### src/core/pwp_pkg.sv
// Constants, field layouts and state types for the port wake and polling block.
//Contract
//RULE_01: Every reset clears all polling logic.
//RULE_02: Poll clock and period come from selectable taps.
//RULE_03: Software configures with enables clear, then starts.
//RULE_04: Software stops polling by clearing both enables.
//RULE_05: Restart needs enables set and reload rewritten.
//RULE_06: Wake flags and pin modes survive every reset.
//RULE_07: Per-pin trigger mode; disabled pins never request.
//RULE_08: Level sampled by strobe at window fall.
//RULE_09: Alternate strobe plus level keeps flag set.
//RULE_10: Software disables mode before clearing such flags.
//RULE_11: One strobe source serves every pin.
//RULE_12: Edge detection needs no strobe at all.
//RULE_13: Wake-up only when port wake enable set.
//RULE_14: Uncleared flags block further wake and interrupt.
//RULE_15: All pins share one interrupt request.
//RULE_16: Flags usable polled, as interrupt, as wake.
//RULE_17: Software uses alternate strobe for bus wake pins.
//RULE_18: Software sets poll pin as low output first.
//RULE_19: Flags clear by writing ones, whole register.
//RULE_20: Period tick loads counter, window high until zero.
//RULE_21: Pins synchronised before edge detection.
package pwp_pkg;
	localparam int PWP_NUM_PINS = 8;
	localparam int PWP_DW = 16;
	localparam int PWP_AW = 4;
	localparam int PWP_TAPS = 8;
	localparam int PWP_SYNC_W = 24;
	localparam int PWP_DEL_W = 8;
	// Register offsets.
	localparam logic [3:0] PWP_ADDR_POL_CTRL = 4'h0;
	localparam logic [3:0] PWP_ADDR_DELAY_RELOAD_VALUE = 4'h1;
	localparam logic [3:0] PWP_ADDR_WSC = 4'h2;
	localparam logic [3:0] PWP_ADDR_WUS = 4'h3;
	localparam logic [3:0] PWP_ADDR_POL_STAT = 4'h4;
	localparam logic [3:0] PWP_ADDR_WPM_BASE = 4'h8;
	// Field positions.
	localparam int PWP_CTRL_IN_EN_BIT = 0;
	localparam int PWP_CTRL_OUT_EN_BIT = 1;
	localparam int PWP_CTRL_CLK_LSB = 2;
	localparam int PWP_CTRL_PER_LSB = 5;
	localparam int PWP_PORT_WAKE_ENABLE_BIT = 0;
	localparam int PWP_ALTERNATE_STROBE_SELECT_BIT = 1;
	localparam int PWP_STAT_WIN_BIT = 8;
	localparam int PWP_STAT_ARM_BIT = 9;
	// Reset values.
	localparam logic [PWP_DEL_W-1:0] PWP_RST_DEL = 8'h00;
	localparam logic [PWP_DW-1:0] PWP_RST_RDATA = 16'h0000;
	// Pin trigger modes.
	localparam logic [2:0] PWP_MODE_OFF = 3'h0;
	localparam logic [2:0] PWP_MODE_RISE = 3'h1;
	localparam logic [2:0] PWP_MODE_FALL = 3'h2;
	localparam logic [2:0] PWP_MODE_BOTH = 3'h3;
	localparam logic [2:0] PWP_MODE_HIGH = 3'h4;
	localparam logic [2:0] PWP_MODE_LOW = 3'h5;

	typedef enum logic [1:0] {
		PWP_ST_IDLE = 2'b01,
		PWP_ST_WINDOW = 2'b10
	} pwp_poll_state_type;

	typedef struct packed {
		logic [3:0] per_sel;
		logic [2:0] clk_sel;
		logic out_en;
		logic in_en;
	} pwp_pol_ctrl_type;

	typedef struct packed {
		logic alt_strobe;
		logic port_wake_en;
	} pwp_wsc_type;

	// Register port request from software.
	typedef struct packed {
		logic [PWP_AW-1:0] addr;
		logic [PWP_DW-1:0] wdata;
		logic wr;
		logic rd;
	} pwp_bus_type;

	typedef struct packed {
		pwp_pol_ctrl_type ctrl;
		logic [PWP_DEL_W-1:0] del;
		logic armed;
		pwp_wsc_type wake_source_control;
		logic [PWP_DEL_W-1:0] count;
		pwp_poll_state_type pstate;
		logic strobe;
		logic [PWP_SYNC_W-1:0] sync1;
		logic [PWP_SYNC_W-1:0] sync2;
		logic [PWP_SYNC_W-1:0] prev;
		logic [PWP_DW-1:0] rdata;
		logic irq;
		logic wake;
		logic poll_out;
	} pwp_state_type;

	// State that no reset touches.
	typedef struct packed {
		logic [PWP_NUM_PINS-1:0] flags;
		logic [PWP_NUM_PINS-1:0][2:0] modes;
	} pwp_keep_type;
endpackage

### src/core/pwp_port_wake.sv
// Port wake flags, trigger modes and polling strobe generator.
//
// The implementer's own choices: strobed register access and the register addresses.
`timescale 1ns/1ps
module pwp_port_wake (
	// Clock and reset.
	input wire logic i_clk_sys,
	input wire logic i_rst_b,
	// Register port.
	input wire pwp_pkg::pwp_bus_type i_bus,
	output logic [pwp_pkg::PWP_DW-1:0] o_rdata,
	// Counter taps and wake pins, asynchronous.
	input wire logic [pwp_pkg::PWP_TAPS-1:0] i_ssc_taps,
	input wire logic [pwp_pkg::PWP_TAPS-1:0] i_sec_taps,
	input wire logic [pwp_pkg::PWP_NUM_PINS-1:0] i_wake_pins,
	// Requests and poll output.
	output logic o_wake_irq,
	output logic o_wake_req,
	output logic o_poll_out
);
	pwp_pkg::pwp_state_type state_reg;
	pwp_pkg::pwp_state_type state_next;
	pwp_pkg::pwp_keep_type keep_reg;
	pwp_pkg::pwp_keep_type keep_next;
	logic [pwp_pkg::PWP_NUM_PINS-1:0] set_vec;
	// Per-pin views used only by the checks.
	logic [pwp_pkg::PWP_NUM_PINS-1:0] level_hit;
	logic [pwp_pkg::PWP_NUM_PINS-1:0] rise_hit;
	logic [pwp_pkg::PWP_NUM_PINS-1:0] off_pins;

	function automatic logic tap_pick(input logic [7:0] taps, input logic [2:0] sel);
		tap_pick = taps[sel];
	endfunction

	function automatic logic tap_rise(input logic [7:0] now, input logic [7:0] old, input logic [2:0] sel);
		tap_rise = tap_pick(now, sel) & ~tap_pick(old, sel);
	endfunction

	always_comb
	begin
		logic [7:0] pins_now;
		logic [7:0] pins_old;
		logic clk_tick;
		logic per_tick;
		logic lvl_strobe;
		logic clr;
		logic [3:0] widx;
		pins_now = state_reg.sync2[23:16];
		pins_old = state_reg.prev[23:16];
		clk_tick = 1'b0;
		per_tick = 1'b0;
		lvl_strobe = 1'b0;
		clr = 1'b0;
		widx = 4'h0;
		state_next = state_reg;
		keep_next = keep_reg;
		set_vec = '0;
		state_next.strobe = 1'b0;
		state_next.irq = 1'b0;
		state_next.wake = 1'b0;
		state_next.rdata = pwp_pkg::PWP_RST_RDATA;
		// Two-stage synchronisers, then an edge-detect stage.
		state_next.sync1 = {i_wake_pins, i_sec_taps, i_ssc_taps}; // see RULE_21
		state_next.sync2 = state_reg.sync1;
		state_next.prev = state_reg.sync2;
		clk_tick = tap_rise(state_reg.sync2[7:0], state_reg.prev[7:0], state_reg.ctrl.clk_sel); // see RULE_02
		if (state_reg.ctrl.per_sel[3])
		begin
			per_tick = tap_rise(state_reg.sync2[15:8], state_reg.prev[15:8], state_reg.ctrl.per_sel[2:0]); // see RULE_02
		end
		else
		begin
			per_tick = tap_rise(state_reg.sync2[7:0], state_reg.prev[7:0], state_reg.ctrl.per_sel[2:0]); // see RULE_02
		end
		// Register writes.
		if (i_bus.wr)
		begin
			if (i_bus.addr == pwp_pkg::PWP_ADDR_POL_CTRL)
			begin
				state_next.ctrl = pwp_pkg::pwp_pol_ctrl_type'(i_bus.wdata[8:0]);
			end
			else if (i_bus.addr == pwp_pkg::PWP_ADDR_DELAY_RELOAD_VALUE)
			begin
				state_next.del = i_bus.wdata[pwp_pkg::PWP_DEL_W-1:0];
				state_next.armed = 1'b1; // see RULE_05
			end
			else if (i_bus.addr == pwp_pkg::PWP_ADDR_WSC)
			begin
				state_next.wake_source_control.port_wake_en = i_bus.wdata[pwp_pkg::PWP_PORT_WAKE_ENABLE_BIT];
				state_next.wake_source_control.alt_strobe = i_bus.wdata[pwp_pkg::PWP_ALTERNATE_STROBE_SELECT_BIT];
			end
			else if (i_bus.addr == pwp_pkg::PWP_ADDR_WUS)
			begin
				clr = 1'b1; // see RULE_19
			end
			else if (i_bus.addr >= pwp_pkg::PWP_ADDR_WPM_BASE)
			begin
				widx = i_bus.addr - pwp_pkg::PWP_ADDR_WPM_BASE;
				keep_next.modes[widx[2:0]] = i_bus.wdata[2:0];
			end
		end
		// Register reads, data valid the cycle after the strobe only.
		if (i_bus.rd)
		begin
			if (i_bus.addr == pwp_pkg::PWP_ADDR_POL_CTRL)
			begin
				state_next.rdata = {7'h00, state_reg.ctrl};
			end
			else if (i_bus.addr == pwp_pkg::PWP_ADDR_DELAY_RELOAD_VALUE)
			begin
				state_next.rdata = {8'h00, state_reg.del};
			end
			else if (i_bus.addr == pwp_pkg::PWP_ADDR_WSC)
			begin
				state_next.rdata = {14'h0000, state_reg.wake_source_control};
			end
			else if (i_bus.addr == pwp_pkg::PWP_ADDR_WUS)
			begin
				state_next.rdata = {8'h00, keep_reg.flags}; // see RULE_16
			end
			else if (i_bus.addr == pwp_pkg::PWP_ADDR_POL_STAT)
			begin
				state_next.rdata = {6'h00, state_reg.armed, state_reg.pstate == pwp_pkg::PWP_ST_WINDOW, state_reg.count};
			end
			else if (i_bus.addr >= pwp_pkg::PWP_ADDR_WPM_BASE)
			begin
				widx = i_bus.addr - pwp_pkg::PWP_ADDR_WPM_BASE;
				state_next.rdata = {13'h0000, keep_reg.modes[widx[2:0]]};
			end
		end
		// Polling window.
		case (state_reg.pstate)
			pwp_pkg::PWP_ST_IDLE:
			begin
				if (per_tick && state_reg.ctrl.in_en && state_reg.armed && state_reg.del != 8'h00)
				begin
					state_next.count = state_reg.del; // see RULE_20
					state_next.pstate = pwp_pkg::PWP_ST_WINDOW;
				end
			end
			pwp_pkg::PWP_ST_WINDOW:
			begin
				if (clk_tick)
				begin
					state_next.count = state_reg.count - 8'h01; // see RULE_20
					if (state_reg.count == 8'h01)
					begin
						state_next.pstate = pwp_pkg::PWP_ST_IDLE;
						state_next.strobe = state_reg.ctrl.in_en; // see RULE_08
					end
				end
			end
			default:
			begin
				state_next.pstate = pwp_pkg::PWP_ST_IDLE;
			end
		endcase
		// Clearing both enables stops polling and disarms the reload.
		if (!state_next.ctrl.in_en && !state_next.ctrl.out_en)
		begin
			state_next.pstate = pwp_pkg::PWP_ST_IDLE; // see RULE_04
			state_next.count = 8'h00;
			state_next.armed = 1'b0; // see RULE_05
			state_next.strobe = 1'b0;
		end
		state_next.poll_out = state_next.ctrl.out_en && state_next.pstate == pwp_pkg::PWP_ST_WINDOW;
		// One strobe source for all level modes.
		lvl_strobe = state_reg.wake_source_control.alt_strobe | state_reg.strobe; // see RULE_11
		for (int i = 0; i < pwp_pkg::PWP_NUM_PINS; i++)
		begin
			case (keep_reg.modes[i])
				pwp_pkg::PWP_MODE_RISE: set_vec[i] = pins_now[i] & ~pins_old[i]; // see RULE_12
				pwp_pkg::PWP_MODE_FALL: set_vec[i] = ~pins_now[i] & pins_old[i]; // see RULE_12
				pwp_pkg::PWP_MODE_BOTH: set_vec[i] = pins_now[i] ^ pins_old[i]; // see RULE_12
				pwp_pkg::PWP_MODE_HIGH: set_vec[i] = lvl_strobe & pins_now[i]; // see RULE_08
				pwp_pkg::PWP_MODE_LOW: set_vec[i] = lvl_strobe & ~pins_now[i]; // see RULE_08
				default: set_vec[i] = 1'b0; // see RULE_07
			endcase
			// A set in the same cycle as a clear wins, which also holds alternate-strobe flags.
			keep_next.flags[i] = set_vec[i] | (keep_reg.flags[i] & ~(clr & i_bus.wdata[i])); // see RULE_09
		end
		// New requests only when no flag is pending.
		if (keep_reg.flags == 8'h00 && set_vec != 8'h00) // see RULE_14
		begin
			state_next.irq = 1'b1; // see RULE_15
			state_next.wake = state_reg.wake_source_control.port_wake_en; // see RULE_13
		end
	end

	// Polling and bus state, cleared by every reset.
	always_ff @(posedge i_clk_sys or negedge i_rst_b)
	begin
		if (!i_rst_b)
		begin
			state_reg <= '{ctrl: '0, del: pwp_pkg::PWP_RST_DEL, armed: 1'b0, wake_source_control: '0, count: 8'h00,
				pstate: pwp_pkg::PWP_ST_IDLE, strobe: 1'b0, sync1: '0, sync2: '0, prev: '0,
				rdata: pwp_pkg::PWP_RST_RDATA, irq: 1'b0, wake: 1'b0, poll_out: 1'b0}; // see RULE_01
		end
		else
		begin
			state_reg <= state_next;
		end
	end

	// Flags and modes deliberately have no reset.
	always_ff @(posedge i_clk_sys)
	begin
		keep_reg <= keep_next; // see RULE_06
	end

	// Checks cover every pin, so the randomly chosen pins of a test are always watched.
	always_comb
	begin
		level_hit = '0;
		rise_hit = '0;
		off_pins = '0;
		for (int i = 0; i < pwp_pkg::PWP_NUM_PINS; i++)
		begin
			level_hit[i] = (keep_reg.modes[i] == pwp_pkg::PWP_MODE_HIGH && state_reg.sync2[2 * pwp_pkg::PWP_TAPS + i])
				|| (keep_reg.modes[i] == pwp_pkg::PWP_MODE_LOW && !state_reg.sync2[2 * pwp_pkg::PWP_TAPS + i]);
			rise_hit[i] = keep_reg.modes[i] == pwp_pkg::PWP_MODE_RISE && state_reg.sync2[2 * pwp_pkg::PWP_TAPS + i]
				&& !state_reg.prev[2 * pwp_pkg::PWP_TAPS + i];
			off_pins[i] = keep_reg.modes[i] == pwp_pkg::PWP_MODE_OFF
				|| keep_reg.modes[i] > pwp_pkg::PWP_MODE_LOW;
		end
	end

	assign o_rdata = state_reg.rdata;
	assign o_wake_irq = state_reg.irq;
	assign o_wake_req = state_reg.wake;
	assign o_poll_out = state_reg.poll_out;

	property p_rst_idle;
		@(posedge i_clk_sys) $rose(i_rst_b) |-> state_reg.pstate == pwp_pkg::PWP_ST_IDLE && !o_poll_out;
	endproperty
	a_rst_idle: assert property (p_rst_idle) else $error("Polling not idle after reset."); // see RULE_01

	property p_off_quiet;
		@(posedge i_clk_sys) disable iff (!i_rst_b)
		(set_vec & off_pins) == 8'h00;
	endproperty
	a_off_quiet: assert property (p_off_quiet) else $error("Disabled pin produced a wake event."); // see RULE_07

	property p_fall_strobe;
		@(posedge i_clk_sys) disable iff (!i_rst_b)
		state_reg.strobe |-> $past(state_reg.pstate) == pwp_pkg::PWP_ST_WINDOW
			&& state_reg.pstate == pwp_pkg::PWP_ST_IDLE;
	endproperty
	a_fall_strobe: assert property (p_fall_strobe) else $error("Strobe not at window fall."); // see RULE_08

	property p_alt_hold;
		@(posedge i_clk_sys) disable iff (!i_rst_b)
		state_reg.wake_source_control.alt_strobe && level_hit != 8'h00
			|=> (keep_reg.flags & $past(level_hit)) == $past(level_hit);
	endproperty
	a_alt_hold: assert property (p_alt_hold) else $error("Alternate-strobe flag was cleared."); // see RULE_09

	property p_wake_gate;
		@(posedge i_clk_sys) disable iff (!i_rst_b)
		o_wake_req |-> $past(state_reg.wake_source_control.port_wake_en) && o_wake_irq;
	endproperty
	a_wake_gate: assert property (p_wake_gate) else $error("Wake request without port wake enable."); // see RULE_13

	property p_pending_block;
		@(posedge i_clk_sys) disable iff (!i_rst_b)
		o_wake_irq |-> $past(keep_reg.flags) == 8'h00 ##1 !o_wake_irq;
	endproperty
	a_pending_block: assert property (p_pending_block) else $error("Interrupt while a flag was pending."); // see RULE_14

	property p_edge_set;
		@(posedge i_clk_sys) disable iff (!i_rst_b)
		rise_hit != 8'h00 |=> (keep_reg.flags & $past(rise_hit)) == $past(rise_hit);
	endproperty
	a_edge_set: assert property (p_edge_set) else $error("Rising edge did not set the flag."); // see RULE_12

	property p_stop;
		@(posedge i_clk_sys) disable iff (!i_rst_b)
		!state_reg.ctrl.in_en && !state_reg.ctrl.out_en |-> !state_reg.armed && !o_poll_out
			&& state_reg.pstate == pwp_pkg::PWP_ST_IDLE;
	endproperty
	a_stop: assert property (p_stop) else $error("Polling active with both enables clear."); // see RULE_04

	property p_window_load;
		@(posedge i_clk_sys) disable iff (!i_rst_b)
		$rose(state_reg.pstate == pwp_pkg::PWP_ST_WINDOW) |-> state_reg.count == $past(state_reg.del)
			&& state_reg.count != 8'h00;
	endproperty
	a_window_load: assert property (p_window_load) else $error("Window not loaded from reload value."); // see RULE_20

	property p_irq_source;
		@(posedge i_clk_sys) disable iff (!i_rst_b)
		o_wake_irq |-> keep_reg.flags != 8'h00;
	endproperty
	a_irq_source: assert property (p_irq_source) else $error("Interrupt with no source flag."); // see RULE_15

	property p_req_single;
		@(posedge i_clk_sys) disable iff (!i_rst_b)
		o_wake_req |=> !o_wake_req;
	endproperty
	a_req_single: assert property (p_req_single) else $error("Repeated wake request while flags pending."); // see RULE_14

	c_window: cover property (@(posedge i_clk_sys) disable iff (!i_rst_b) $rose(o_poll_out));
	c_strobe_set: cover property (@(posedge i_clk_sys) disable iff (!i_rst_b) state_reg.strobe && set_vec != 8'h00);
	c_wake: cover property (@(posedge i_clk_sys) disable iff (!i_rst_b) o_wake_req);
	c_edge: cover property (@(posedge i_clk_sys) disable iff (!i_rst_b) rise_hit != 8'h00);
	c_alt: cover property (@(posedge i_clk_sys) disable iff (!i_rst_b) state_reg.wake_source_control.alt_strobe && i_bus.wr
		&& i_bus.addr == pwp_pkg::PWP_ADDR_WUS && set_vec != 8'h00);
endmodule

### config.mk
export PLATFORM = sky130hd
export DESIGN_NAME = pwp_port_wake
export DESIGN_NICKNAME = d
export VERILOG_FILES = /design/src/core/pwp_pkg.sv /design/src/core/pwp_port_wake.sv
export SDC_FILE = /design/constraint.sdc
export NUM_CORES = 1
export LEC_CHECK = 0
export BUFFER_PORTS_ARGS = -buffer_cell sky130_fd_sc_hd__buf_2
export CAP_MARGIN = 10
export CELL_PAD_IN_SITES_DETAIL_PLACEMENT = 0
export CELL_PAD_IN_SITES_GLOBAL_PLACEMENT = 2
export CORE_UTILIZATION = 43
export DETAILED_ROUTE_END_ITERATION = 12
export GPL_TIMING_DRIVEN = 0
export PLACE_DENSITY = 0.9
export SLEW_MARGIN = 40
export SYNTH_ARGS = -nofsm -noshare
export SYNTH_HDL_FRONTEND = slang
export SYNTH_SLANG_ARGS = --single-unit
export TNS_END_PERCENT = 10
### constraint.sdc
create_clock -name i_clk_sys -period 5.9 [get_ports i_clk_sys]
set_clock_uncertainty 0.1 [all_clocks]
set_input_delay 0.59 -clock i_clk_sys [delete_from_list [all_inputs] [get_ports i_clk_sys]]
set_output_delay 0.59 -clock i_clk_sys [all_outputs]
set_load 0.03 [all_outputs]
Yosys cells after proc, flatten, opt, wreduce, memory -nomap -nowiden --
Index checks and enable logic that the tools add are counted.
Word-level totals: bits in registers 154, output and inout port bits 19
Operators by class: $add $sub $neg 2, order comparisons 5, eq/ne operators 51, multiplexer cells 53, bitwise gates (word level) 99, reductions and logical operators 22
Operators by type and width (number):
- 10-bit two-way mux | 7
- 1-bit AND | 51
- 3-bit by 2-bit == test with 1-bit output, second input constant | 16
- 3-bit == test, second input constant | 16
- 1-bit case mux with 5 select lines | 8
- 11-bit two-way mux | 3
- 1-bit NOT | 31
- 24-bit bitwise mux | 1
- 3-bit by 1-bit == test with 1-bit output, second input constant | 8
- 1-bit binary-select mux with 3-bit select | 6
- 8-bit case mux with 2 select lines | 1
- 8-bit nonzero test | 2
- 1-bit two-way mux | 14
- 13-bit two-way mux | 1
- 3-bit by 4-bit less-than comparator with 1-bit output, second input constant | 3
- 3-bit two-way mux | 4
- 3-bit binary-select mux with 3-bit select | 1
- 3-bit demux with 3-bit select | 1
- 9-bit two-way mux | 1
- 1-bit bitwise OR | 9
- 3-bit AND reduction | 3
- 4-bit by 2-bit == test with 1-bit output, second input constant | 2
- 8-bit by 1-bit == test with 1-bit output, second input constant | 1
- 8-bit zero test | 1
- other kinds (22) | 41

Logic depth before layout (Yosys ltp) --
Gate-level depths: netlist (run 1).
depth in word-level cells 13, gate-level depth with buffers 8

Worst setup path before layout (run 1) --
Ideal clock, no wire load.
kind input -> register, start input port i_bus[20] (netlist name), end register keep_reg[12] (netlist name), enable pin, setup time 0.345 ns, arrival 1.942 ns, data required time 5.455 ns, setup slack 3.513 ns, stages on the path 5, path buffers 3, path through buf_1 -> clkbuf_1 -> buf_1 -> nand3_1 -> nor3_1
Between the ends: word-level cells in the longest chain between the ends 3
RTL lines:
- from (decl) | line pwp_port_wake.sv:10 | input wire pwp_pkg::pwp_bus_type i_bus,
- parallel branches: the longest is 2 deep, another holds 4-bit greater-or-equal comparator
- 6-bit AND reduction (no line) *
- to (signal assigned) | line pwp_port_wake.sv:208 | keep_reg <= keep_next;
- to (decl) | line pwp_port_wake.sv:23 | pwp_pkg::pwp_keep_type keep_reg;
Every way passes the cells marked *. A chain may end at the register's enable or synchronous reset.

Final worst setup path (run 1) --
start input port i_bus[20] (netlist name), end register keep_reg[14] (netlist name), enable pin
The elaborated chain is that of the path after synthesis.

==> metrics.txt, run 1 <==
Post-Syn Area=6520 sq um; maximum resistive drop on vdd=0.237 mV; unrepaired setup endpoints after global routing=no; H-tree depth=4; worst hold-check path type=input pin to flip-flop; PnR worst setup slack=3170 ps; starting DRC count in detailed routing=296; met3 Track Usage GR=0.0505; area added between synthesis and finish=17.6%; normalized max-slew margin=0.572; static power due to leakage=3.37 nW; number of vias in the routed layout=4531; Std-Cell Core Area=14600 sq um; via count of the first global-routing pass=4425; post-synthesis area per instance=12.2 sq um; prevailing post-synth register cell=dfrtp_1; share of synthesized area spent on multiplexers=0.0697; Worst Hold Launch=i_wake_pins[4]; DRC violation count after routing=0; number of instances in the synthesized netlist=535; detailed-placement wirelength estimate=10600 um; kind of end point of the critical path=flip-flop; WP data required=5880 ps; Worst setup startpoint=i_bus[20]; flop and latch count out of synthesis=148; RePlAce Congestion=0.880; startpoint of the lowest-slack register-to-register path=state_reg[115]$_DFFE_PN0P_; Final Setup Violations=0; fillers=1273; final period demand of the worst path=2730 ps; Final Cycle Share=0.463; area enclosed by the die boundary=15700 sq um; max FFs per register=55; worst setup path category=input pin to flip-flop; async set or reset register ratio after synthesis=0.784; met1 Usage GRT=0.282; CTS tree=done; nets@finish=680; total count of max-transition violations in the final report=0; average wire per cell in the routed design=18.3 um; starting density of the core=0.445; largest net degree at the start of global routing=61; placement-stage cell area=7070 sq um; post-synthesis share of cell area spent on and, or, nand and nor gates=0.119; overall fraction of global-route tracks in use=0.204; y dimension of the die=125 um; layout cell share with drive strength beyond 1=0.237; Tightest Pin Transition=642 ps; multi-input combinational cell area=2450 sq um; max-cap viol count=0; Achievable Freq=366 MHz; number of enable flip-flop cells after synthesis=24; detailed-route vias per instance=5.60; largest buffer count on any clock path=2; final hold violations=0; sequential share of the synthesized area=0.581; setup total negative slack=0 ps; Buffers on Ports=51; distinct cell type count after synthesis=65; Global Route met2 Usage=0.317; overall overflow remaining after global route=0; power density cells=339 nW/um^2; Total Routed Length=14800 um; later-pin clock latency in the skew report=430 ps; dominant combinational cell family by area after synthesis=compound AO/OA/AOI/OAI gates; clock sink count=148; startpoint type of the worst setup path=input pin; status=finished, final reports clean; busiest metal layer after global routing=met2; synthesized-area fraction occupied by adder cells=0.0384; std cell rows=44; wire length of the first global-routing pass=24100 um; design area=7670 sq um; Warnings, synthesis=0; first-pass detailed-route iteration total=7; diodes inserted=0; area of all sequential standard cells=3780 sq um; clock-pin transition on the worst setup and hold timing paths=60 ps; floorplan die width=125 um; master cell of the clock root buffer=clkbuf_16; top-level I/O count=67; total clock buffers created by CTS=17; XOR/XNOR Fraction of Synth Area=0.00134; compound-cell area share of the yosys netlist=0.140; data arrival time at the worst-slack endpoint=2710 ps; residual antenna-violating net count after detailed routing=0; antenna violations before repair=0; post-placement worst setup slack=2770 ps; Critical Path Fanout Max=10
-- through the flow --
stage | utilization | hold WS (ps) | cells | power, mW
2_1_floorplan | - | 194 | 540 | 1.42
3_3_place_gp | 0.480 | 232 | 775 | 1.54
3_5_place_dp | 0.483 | 235 | 776 | 1.55
4_1_cts | 0.523 | 150 | 809 | 2.61
5_1_grt | 0.523 | 145 | 809 | 2.71
6_report | 0.523 | 164 | 809 | 2.60
-- final cells by class --
type | count | area share
timing repair buffer | 53 | 0.0395
clock buffer | 19 | 0.0578
inverter | 30 | 0.0147
tap | 184 | 0.0300
buffer | 35 | 0.0276
sequential | 148 | 0.494
multi-input combinational | 327 | 0.319
clock inverter | 13 | 0.0176
-- layout by cell type (no fill, tap or decap), drive strengths merged, types with 6 or more instances in the layout --
cell	n
nor4	6
a21oi	24
nand2b	15
o32ai	12
ha	20
conb	6
nor3	12
edfxtp	24
a22o	17
o21bai	8
nand2	31
mux2i	9
mux2	24
dfrtp	115
nor2	24
nand3	7
dfxtp	8
buf	76
nor3b	6
nand3b	8
inv	40
nor2b	7
o21ai	22
clkbuf	30
-- cell usage after synthesis (6+ instances only) --
master / n / share of area
nand3_1: 7 / 0.0054
o21ai_0: 22 / 0.017
nand3b_1: 8 / 0.0092
a21oi_1: 24 / 0.018
nor3_1: 12 / 0.0092
inv_1: 30 / 0.017
edfxtp_1: 24 / 0.11
clkbuf_1: 11 / 0.0063
o32ai_1: 12 / 0.016
nand2_1: 31 / 0.018
buf_4: 16 / 0.018
a22o_1: 17 / 0.023
mux2_2: 24 / 0.041
dfxtp_1: 8 / 0.025
ha_1: 20 / 0.038
nor2b_1: 7 / 0.0067
nand2b_1: 15 / 0.014
nor4_1: 6 / 0.0058
mux2i_1: 9 / 0.014
nor2_1: 24 / 0.014
o21bai_1: 8 / 0.0092
dfrtp_1: 115 / 0.44
-- final timing paths --
| path | end | cells after the start | slack, ps |
|---|---|---|---|
| worst max-delay path | keep_reg[14]$_DFFE_PP_ | 6 | 3170 |
| worst min-delay path | state_next[63]$_DFF_PN0_ | 1 | 160 |
| worst max register to register | state_reg[98]$_DFFE_PN0P_ | 7 | 3270 |
| worst min register to register | state_next[25]$_DFF_PN0_ | 0 | 240 |
| max in group asynchronous | state_reg[92]$_DFF_PN1_ | 3 | 4490 |
| min in group asynchronous | state_next[54]$_DFF_PN0_ | 2 | 560 |
-- metal layers --
metal / share of wire / vias to the layer above
li1: - / 2109
met1: 0.47 / 2231
met2: 0.46 / 173
met3: 0.057 / 18
met4: 0.014 / 0
met5: 0 / -
-- power by group --
group,internal (mW),switching (mW),total [mW]
Sequential,1.11,0.0724,1.18
Clock,0.607,0.454,1.06
Combinational,0.155,0.200,0.355
Total,1.87,0.727,2.60
-- logic make-up after synthesis --
group	count (synthesis)
flops	148
simple gates	137
compound gates	126
buf+inv	65
mux	37
fa+ha+maj	20
other cells	1
xor+xnor	1
-- critical path, stage by stage --
cell and delay (ps):
buf_2 120, buf_1 430, clkbuf_1 480, buf_1 420, nand3_1 260, nor3_1 400
-- timing repair --
| item | CTS | global route |
|---|---|---|
| resized for setup | 0 | 0 |
| buffers inserted | 0 | 0 |
| hold buffers | 1 | 0 |
| endpoints found under the hold margin | 46 | 0 |
Note: power is estimated with default switching activity, not from simulation.
==> run 2: changes to the inputs <==
ABC_AREA = 1   (was not set)
CORE_UTILIZATION = 37   (was 43)
PLACE_DENSITY = 0.85   (was 0.9)
clock period = 2.7 ns   (was 5.9 ns; I/O delays follow)
==> run 2 against run 1 <==
Cell area rose by 3.3%. Worst setup slack lost 2600 ps. Sequential power grew 120%. Sequential cell count did not move. Clock power rose by 110%. Hold slack worse by 130 ps. Global-route usage is 2.0 points lower. Critical path depth increased by 5. Core utilization down 6.4 points. Synthesized cell count up 25%. Routed wire length rose by 3.3%. Critical path type is now flip-flop to flip-flop. Largest power group unchanged.
==> metrics.txt, run 2 <==
average wire per cell in the routed design=15.1 um; leading cell type in the layout, fill and taps excluded=nand2_1; status=finished, final reports clean; PnR worst setup slack=560 ps; placement-stage cell area=7100 sq um; cell with the largest stage delay on the worst path=dfstp_2; largest buffer count on any clock path=2; layout cell share with drive strength beyond 1=0.177; detailed-route vias per instance=4.91; utilization of the core after routing=0.460; critical path cell sequence=inv_1 > ha_1 > buf_2 > inv_1 > clkbuf_1 > nor2_1 > nand2_1 > nand3_1 > a21oi_1 > nand2_1 > nand2_1; maximum resistive drop on vdd=0.460 mV; Warnings, synthesis=0; sum of internal, switching and leakage power=5.57 mW; Buffers on Ports=52; later-pin clock latency in the skew report=410 ps; Achievable Freq=467 MHz; data arrival time at the worst-slack endpoint=2390 ps; area of all sequential standard cells=3780 sq um; diodes inserted=0; post-synthesis area per instance=9.71 sq um; design area=7920 sq um; overall overflow remaining after global route=0; nets@finish=839; static power due to leakage=3.78 nW; first-pass detailed-route iteration total=5; number of vias in the routed layout=4955; wire length of the first global-routing pass=25300 um; multi-input combinational cell area=2240 sq um; worst hold stages=3; Post-Syn Area=6500 sq um; flop and latch count out of synthesis=148; prevailing post-synth register cell=dfrtp_1; top library cells by usage in the layout, fill and taps aside=124 x nand2_1, 115 x dfrtp_1, 78 x inv_1; synthesized-area fraction occupied by adder cells=0.0385; y dimension of the die=135 um; most common cell in the synthesized netlist=nand2_1; area share of the largest cell type after synthesis=0.443; worst hold-check path type=input pin to flip-flop; Critical Path Fanout Max=10; final hold violations=0; floorplan die width=135 um; instance count on the critical path=11; hold buffer count at cts=25; distinct cell type count after synthesis=44; area added between synthesis and finish=21.9%; H-tree depth=4; Final Cycle Share=0.793; residual antenna-violating net count after detailed routing=0; CTS tree=done; number of instances in the synthesized netlist=669; Final Setup Violations=0; sequential share of the synthesized area=0.582; total clock buffers created by CTS=17; met3 Track Usage GR=0.0375; clock-pin transition on the worst setup and hold timing paths=60 ps; via count of the first global-routing pass=4958; final period demand of the worst path=2140 ps; RePlAce Congestion=0.880; startpoint type of the worst setup path=flip-flop; worst setup path category=flip-flop to flip-flop; dominant combinational cell family by area after synthesis=simple AND/OR/NAND/NOR gates; async set or reset register ratio after synthesis=0.784; starting DRC count in detailed routing=241; kind of end point of the critical path=flip-flop; total count of max-transition violations in the final report=0; unrepaired setup endpoints after global routing=no; compound-cell area share of the yosys netlist=0.103; category of cells accounting for the largest share of critical-path delay=buffers and inverters; master cell of the clock root buffer=clkbuf_16; clock sink count=148; post-synthesis share of cell area spent on and, or, nand and nor gates=0.196; Total Routed Length=15300 um; delay of the slowest cell on the worst path=530 ps; number of buffers inserted by post-CTS setup repair=0; share of synthesized area spent on multiplexers=0; Tightest Pin Transition=513 ps; met1 Usage GRT=0.251; XOR/XNOR Fraction of Synth Area=0.00404; WP data required=2950 ps; cell mode on critical path=nand2_1; power density cells=703 nW/um^2; ranking of synthesized cells by area=dfrtp_1 44%, edfxtp_1 11%, nand2_1 7.2%, inv_1 4.5%, nand3_1 4.2%; max-cap viol count=0; overall fraction of global-route tracks in use=0.183; Buf/Inv on CP=4; busiest metal layer after global routing=met2; antenna violations before repair=0; number of enable flip-flop cells after synthesis=24; dominant cell type by area after synthesis=dfrtp_1; Global Route met2 Usage=0.293; top-level I/O count=67; max FFs per register=55; area enclosed by the die boundary=18100 sq um; std cell rows=48; DRC violation count after routing=0; top cell types by occurrence after synthesis=124 x nand2_1, 115 x dfrtp_1, 78 x inv_1, 55 x nand3_1, 40 x nor2_1; normalized max-slew margin=0.658; number of resized instances in the post-cts repair step=0; starting density of the core=0.377; post-placement worst setup slack=496 ps; detailed-placement wirelength estimate=11300 um; Std-Cell Core Area=17200 sq um; largest net degree at the start of global routing=79; worst-case reg-to-reg path depth=11; fillers=1641
-- run 2: final cells by class --
type                            instances  area share
Buffer                                 25      0.0216
Clock buffer                           21      0.0610
Clock inverter                         11      0.0112
Inverter                               85      0.0403
Multi-Input combinational cell        416       0.283
Sequential cell                       148       0.478
Tap cell                              225      0.0355
Timing Repair Buffer                   78      0.0692
-- run 2: layer usage --
metal	routed length, um	part of all wire
met1	7250	0.47
met3	649	0.042
met2	7230	0.47
met4	148	0.0097
met5	0	0
-- run 2: cells by family after synthesis --
group	Yosys count
AO/OA/AOI/OAI	116
XOR/XNOR	3
flip-flops	148
adder cells (fa/ha/maj)	20
other	1
buffers and inverters	110
AND/OR/NAND/NOR	271
-- run 2: worst reg2reg max path, delay by kind of cell, from the launching register on --
| kind | cells | cell delay, ps |
|---|---|---|
| buffers and inverters | 4 | 740 |
| DFF | 1 | 530 |
| and+or+nand+nor | 5 | 370 |
| AOI/OAI and AO/OA | 1 | 120 |
| adders and majority gates | 1 | 210 |
-- run 2: stage by stage --
step,setup TNS (ps),hold WS (ps),instances
floorplan,0,-126,674
global placement,-7270,232,951
detailed placement,0,75.4,952
CTS,0,21.3,1009
global route,0,56.7,1009
finish,0,35.8,1009
-- run 2: where the power goes --
group          internal, mW  switching (mW)
logic                 0.275           0.505
clock network          1.30           0.941
registers              2.42           0.134
total                  3.99            1.58
-- run 2: final timing paths --
check,slack (ps),from,to
setup / recovery,560,state_reg[92]$_DFF_PN1_,state_reg[99]$_DFFE_PN0P_
hold / removal,40,i_bus[10],state_reg[121]$_DFFE_PN0P_
setup reg to reg,560,state_reg[92]$_DFF_PN1_,state_reg[99]$_DFFE_PN0P_
hold reg to reg,250,state_next[45]$_DFF_PN0_,state_next[21]$_DFF_PN0_
max in group asynchronous,1610,i_rst_b,state_reg[36]$_DFF_PN0_
min in group asynchronous,220,i_rst_b,state_reg[94]$_DFFE_PN0P_
==> run 3: changes to the inputs <==
CORE_UTILIZATION = 34   (was 37)
PLACE_DENSITY = 0.82   (was 0.85)
clock period = 1.9 ns   (was 2.7 ns; I/O delays follow)
==> run 3 against run 2 <==
Sequential share of layout area shrank 1.0 points. Core utilization shrank 2.6 points. First-iteration DRC count up 21%. Hold slack lost 20 ps. Clock power rose by 43%. Die area up 8.7%. Register-to-register slack lost 470 ps. Critical path depth unchanged. Sequential cell count did not move. Final cell count increased by 2.0%. Critical path type unchanged.
==> metrics.txt, run 3 (synthesized netlist as in run 2, its figures left out) <==
status=finished, final reports clean; y dimension of the die=140 um; Final Setup Violations=0; area added between synthesis and finish=24.7%; max-cap viol count=0; final hold violations=0; DRC violation count after routing=0; sum of internal, switching and leakage power=8.09 mW; worst hold-check path type=input pin to flip-flop; setup total negative slack=0 ps; kind of end point of the critical path=flip-flop; WP data required=2110 ps; data arrival time at the worst-slack endpoint=2020 ps; largest net degree at the start of global routing=76; residual antenna-violating net count after detailed routing=0; Non-Filler Instances=1029; Buffers on Ports=52; post-placement worst setup slack=-252 ps; startpoint type of the worst setup path=flip-flop; worst setup path category=flip-flop to flip-flop; power density cells=999 nW/um^2; later-pin clock latency in the skew report=420 ps; Achievable Freq=554 MHz; maximum resistive drop on vdd=0.657 mV; worst flop-to-flop path endpoint=state_reg[97]$_DFFE_PN0P_; overall fraction of global-route tracks in use=0.168; via count of the first global-routing pass=4897; leading cell type in the layout, fill and taps excluded=nand2_1; worst-case reg-to-reg path depth=11; detailed-placement wirelength estimate=11200 um; wire length of the first global-routing pass=25400 um; master cell of the clock root buffer=clkbuf_16; starting DRC count in detailed routing=292; Global Route met2 Usage=0.259; top library cells by usage in the layout, fill and taps aside=122 x nand2_1, 113 x dfrtp_1, 77 x inv_1; static power due to leakage=3.86 nW; average wire per cell in the routed design=15.1 um; std cell rows=50; Std-Cell Core Area=18700 sq um; busiest metal layer after global routing=met2; PnR worst setup slack=94.8 ps; WHS Endpoint=o_rdata[2]$_DFF_PN0_; reg2reg setup slack=90 ps; number of vias in the routed layout=4932; max FFs per register=55; antenna violations before repair=0; CTS tree=done; Post-Place Cells=961; first-pass detailed-route iteration total=4; worst hold stages=3; fillers=1797; Critical Path Fanout Max=10; met1 Usage GRT=0.232; layout cell share with drive strength beyond 1=0.197; overall overflow remaining after global route=0; floorplan die width=140 um; starting density of the core=0.347; clock-pin transition on the worst setup and hold timing paths=70 ps; Final Cycle Share=0.950; Total Routed Length=15600 um; top-level I/O count=67; total clock buffers created by CTS=17; nets@finish=850; H-tree depth=4; Worst Hold Launch=i_bus[0]; diodes inserted=0; met3 Track Usage GR=0.0335; clock sink count=148; area enclosed by the die boundary=19700 sq um; RePlAce Congestion=0.881; final period demand of the worst path=1810 ps; detailed-route vias per instance=4.79; largest buffer count on any clock path=2; total count of max-transition violations in the final report=0; startpoint of the lowest-slack register-to-register path=state_reg[118]$_DFFE_PN0P_
run 3: layer usage:
metal / vias to the layer above / part of all wire
met2: 120 / 0.45
met3: 20 / 0.039
li1: 2456 / -
met1: 2336 / 0.49
met4: 0 / 0.020
met5: - / 0
run 3: stage by stage:
| stage | utilization | hold slack, ps | cell area, sq um |
|---|---|---|---|
| after floorplan | - | -206 | 6520 |
| after global placement | 0.378 | 197 | 7070 |
| after detailed placement | 0.380 | -0.786 | 7110 |
| after CTS | 0.428 | 1.21 | 8000 |
| after global routing | 0.433 | 18.6 | 8100 |
| final | 0.433 | 15.5 | 8100 |
run 3: report_power, final:
part | switching, mW | internal, mW | leakage [nW]
logic | 0.795 | 0.470 | 1.88
clock network | 1.47 | 1.73 | 0.280
registers | 0.192 | 3.43 | 1.70
run 3: cell type report:
| cell class | count | area (sq um) | share of cell area |
|---|---|---|---|
| repair buffers | 88 | 648 | 0.0800 |
| multi-input cells | 417 | 2320 | 0.286 |
| flip-flops and latches | 148 | 3790 | 0.467 |
| clock buffers | 17 | 425 | 0.0525 |
| clock inverters | 15 | 131 | 0.0162 |
| inverters | 85 | 322 | 0.0397 |
| plain buffers | 25 | 181 | 0.0224 |
| well taps | 234 | 293 | 0.0361 |
run 3: timing repair:
item                                   CTS  global route
setup endpoints to repair               10            12
hold buffers                            30             0
gates resized for setup                  8            16
cloned                                   0             1
buffers inserted                         0             5
pin swaps                                0             5
endpoints found under the hold margin  144             0
run 3: worst max-delay path by stage:
stage,slack [ps],start,to,cells after the start
after floorplan,40,state_reg[92]$_DFF_PN1_,state_reg[99]$_DFFE_PN0P_,11
after global placement,-840,i_rst_b,state_reg[96]$_DFFE_PN0P_,1
after detailed placement,-250,state_reg[103]$_DFFE_PN0P_,o_wake_req$_DFF_PN0_,8
after CTS,1,state_reg[115]$_DFFE_PN0P_,state_reg[98]$_DFFE_PN0P_,12
after global routing,-0.1,state_reg[118]$_DFFE_PN0P_,state_reg[96]$_DFFE_PN0P_,10
final,90,state_reg[118]$_DFFE_PN0P_,state_reg[97]$_DFFE_PN0P_,11
run 3: critical path: stages, from the launching register on:
cell	delay, ps
dfrtp_1	380
buf_4	190
nand3b_1	100
nand3_1	90
nand3_1	140
nand3_4	120
nand3_4	100
nand2_2	100
nand2_4	140
nand2_4	90
nand2_1	90
nand2_1	50
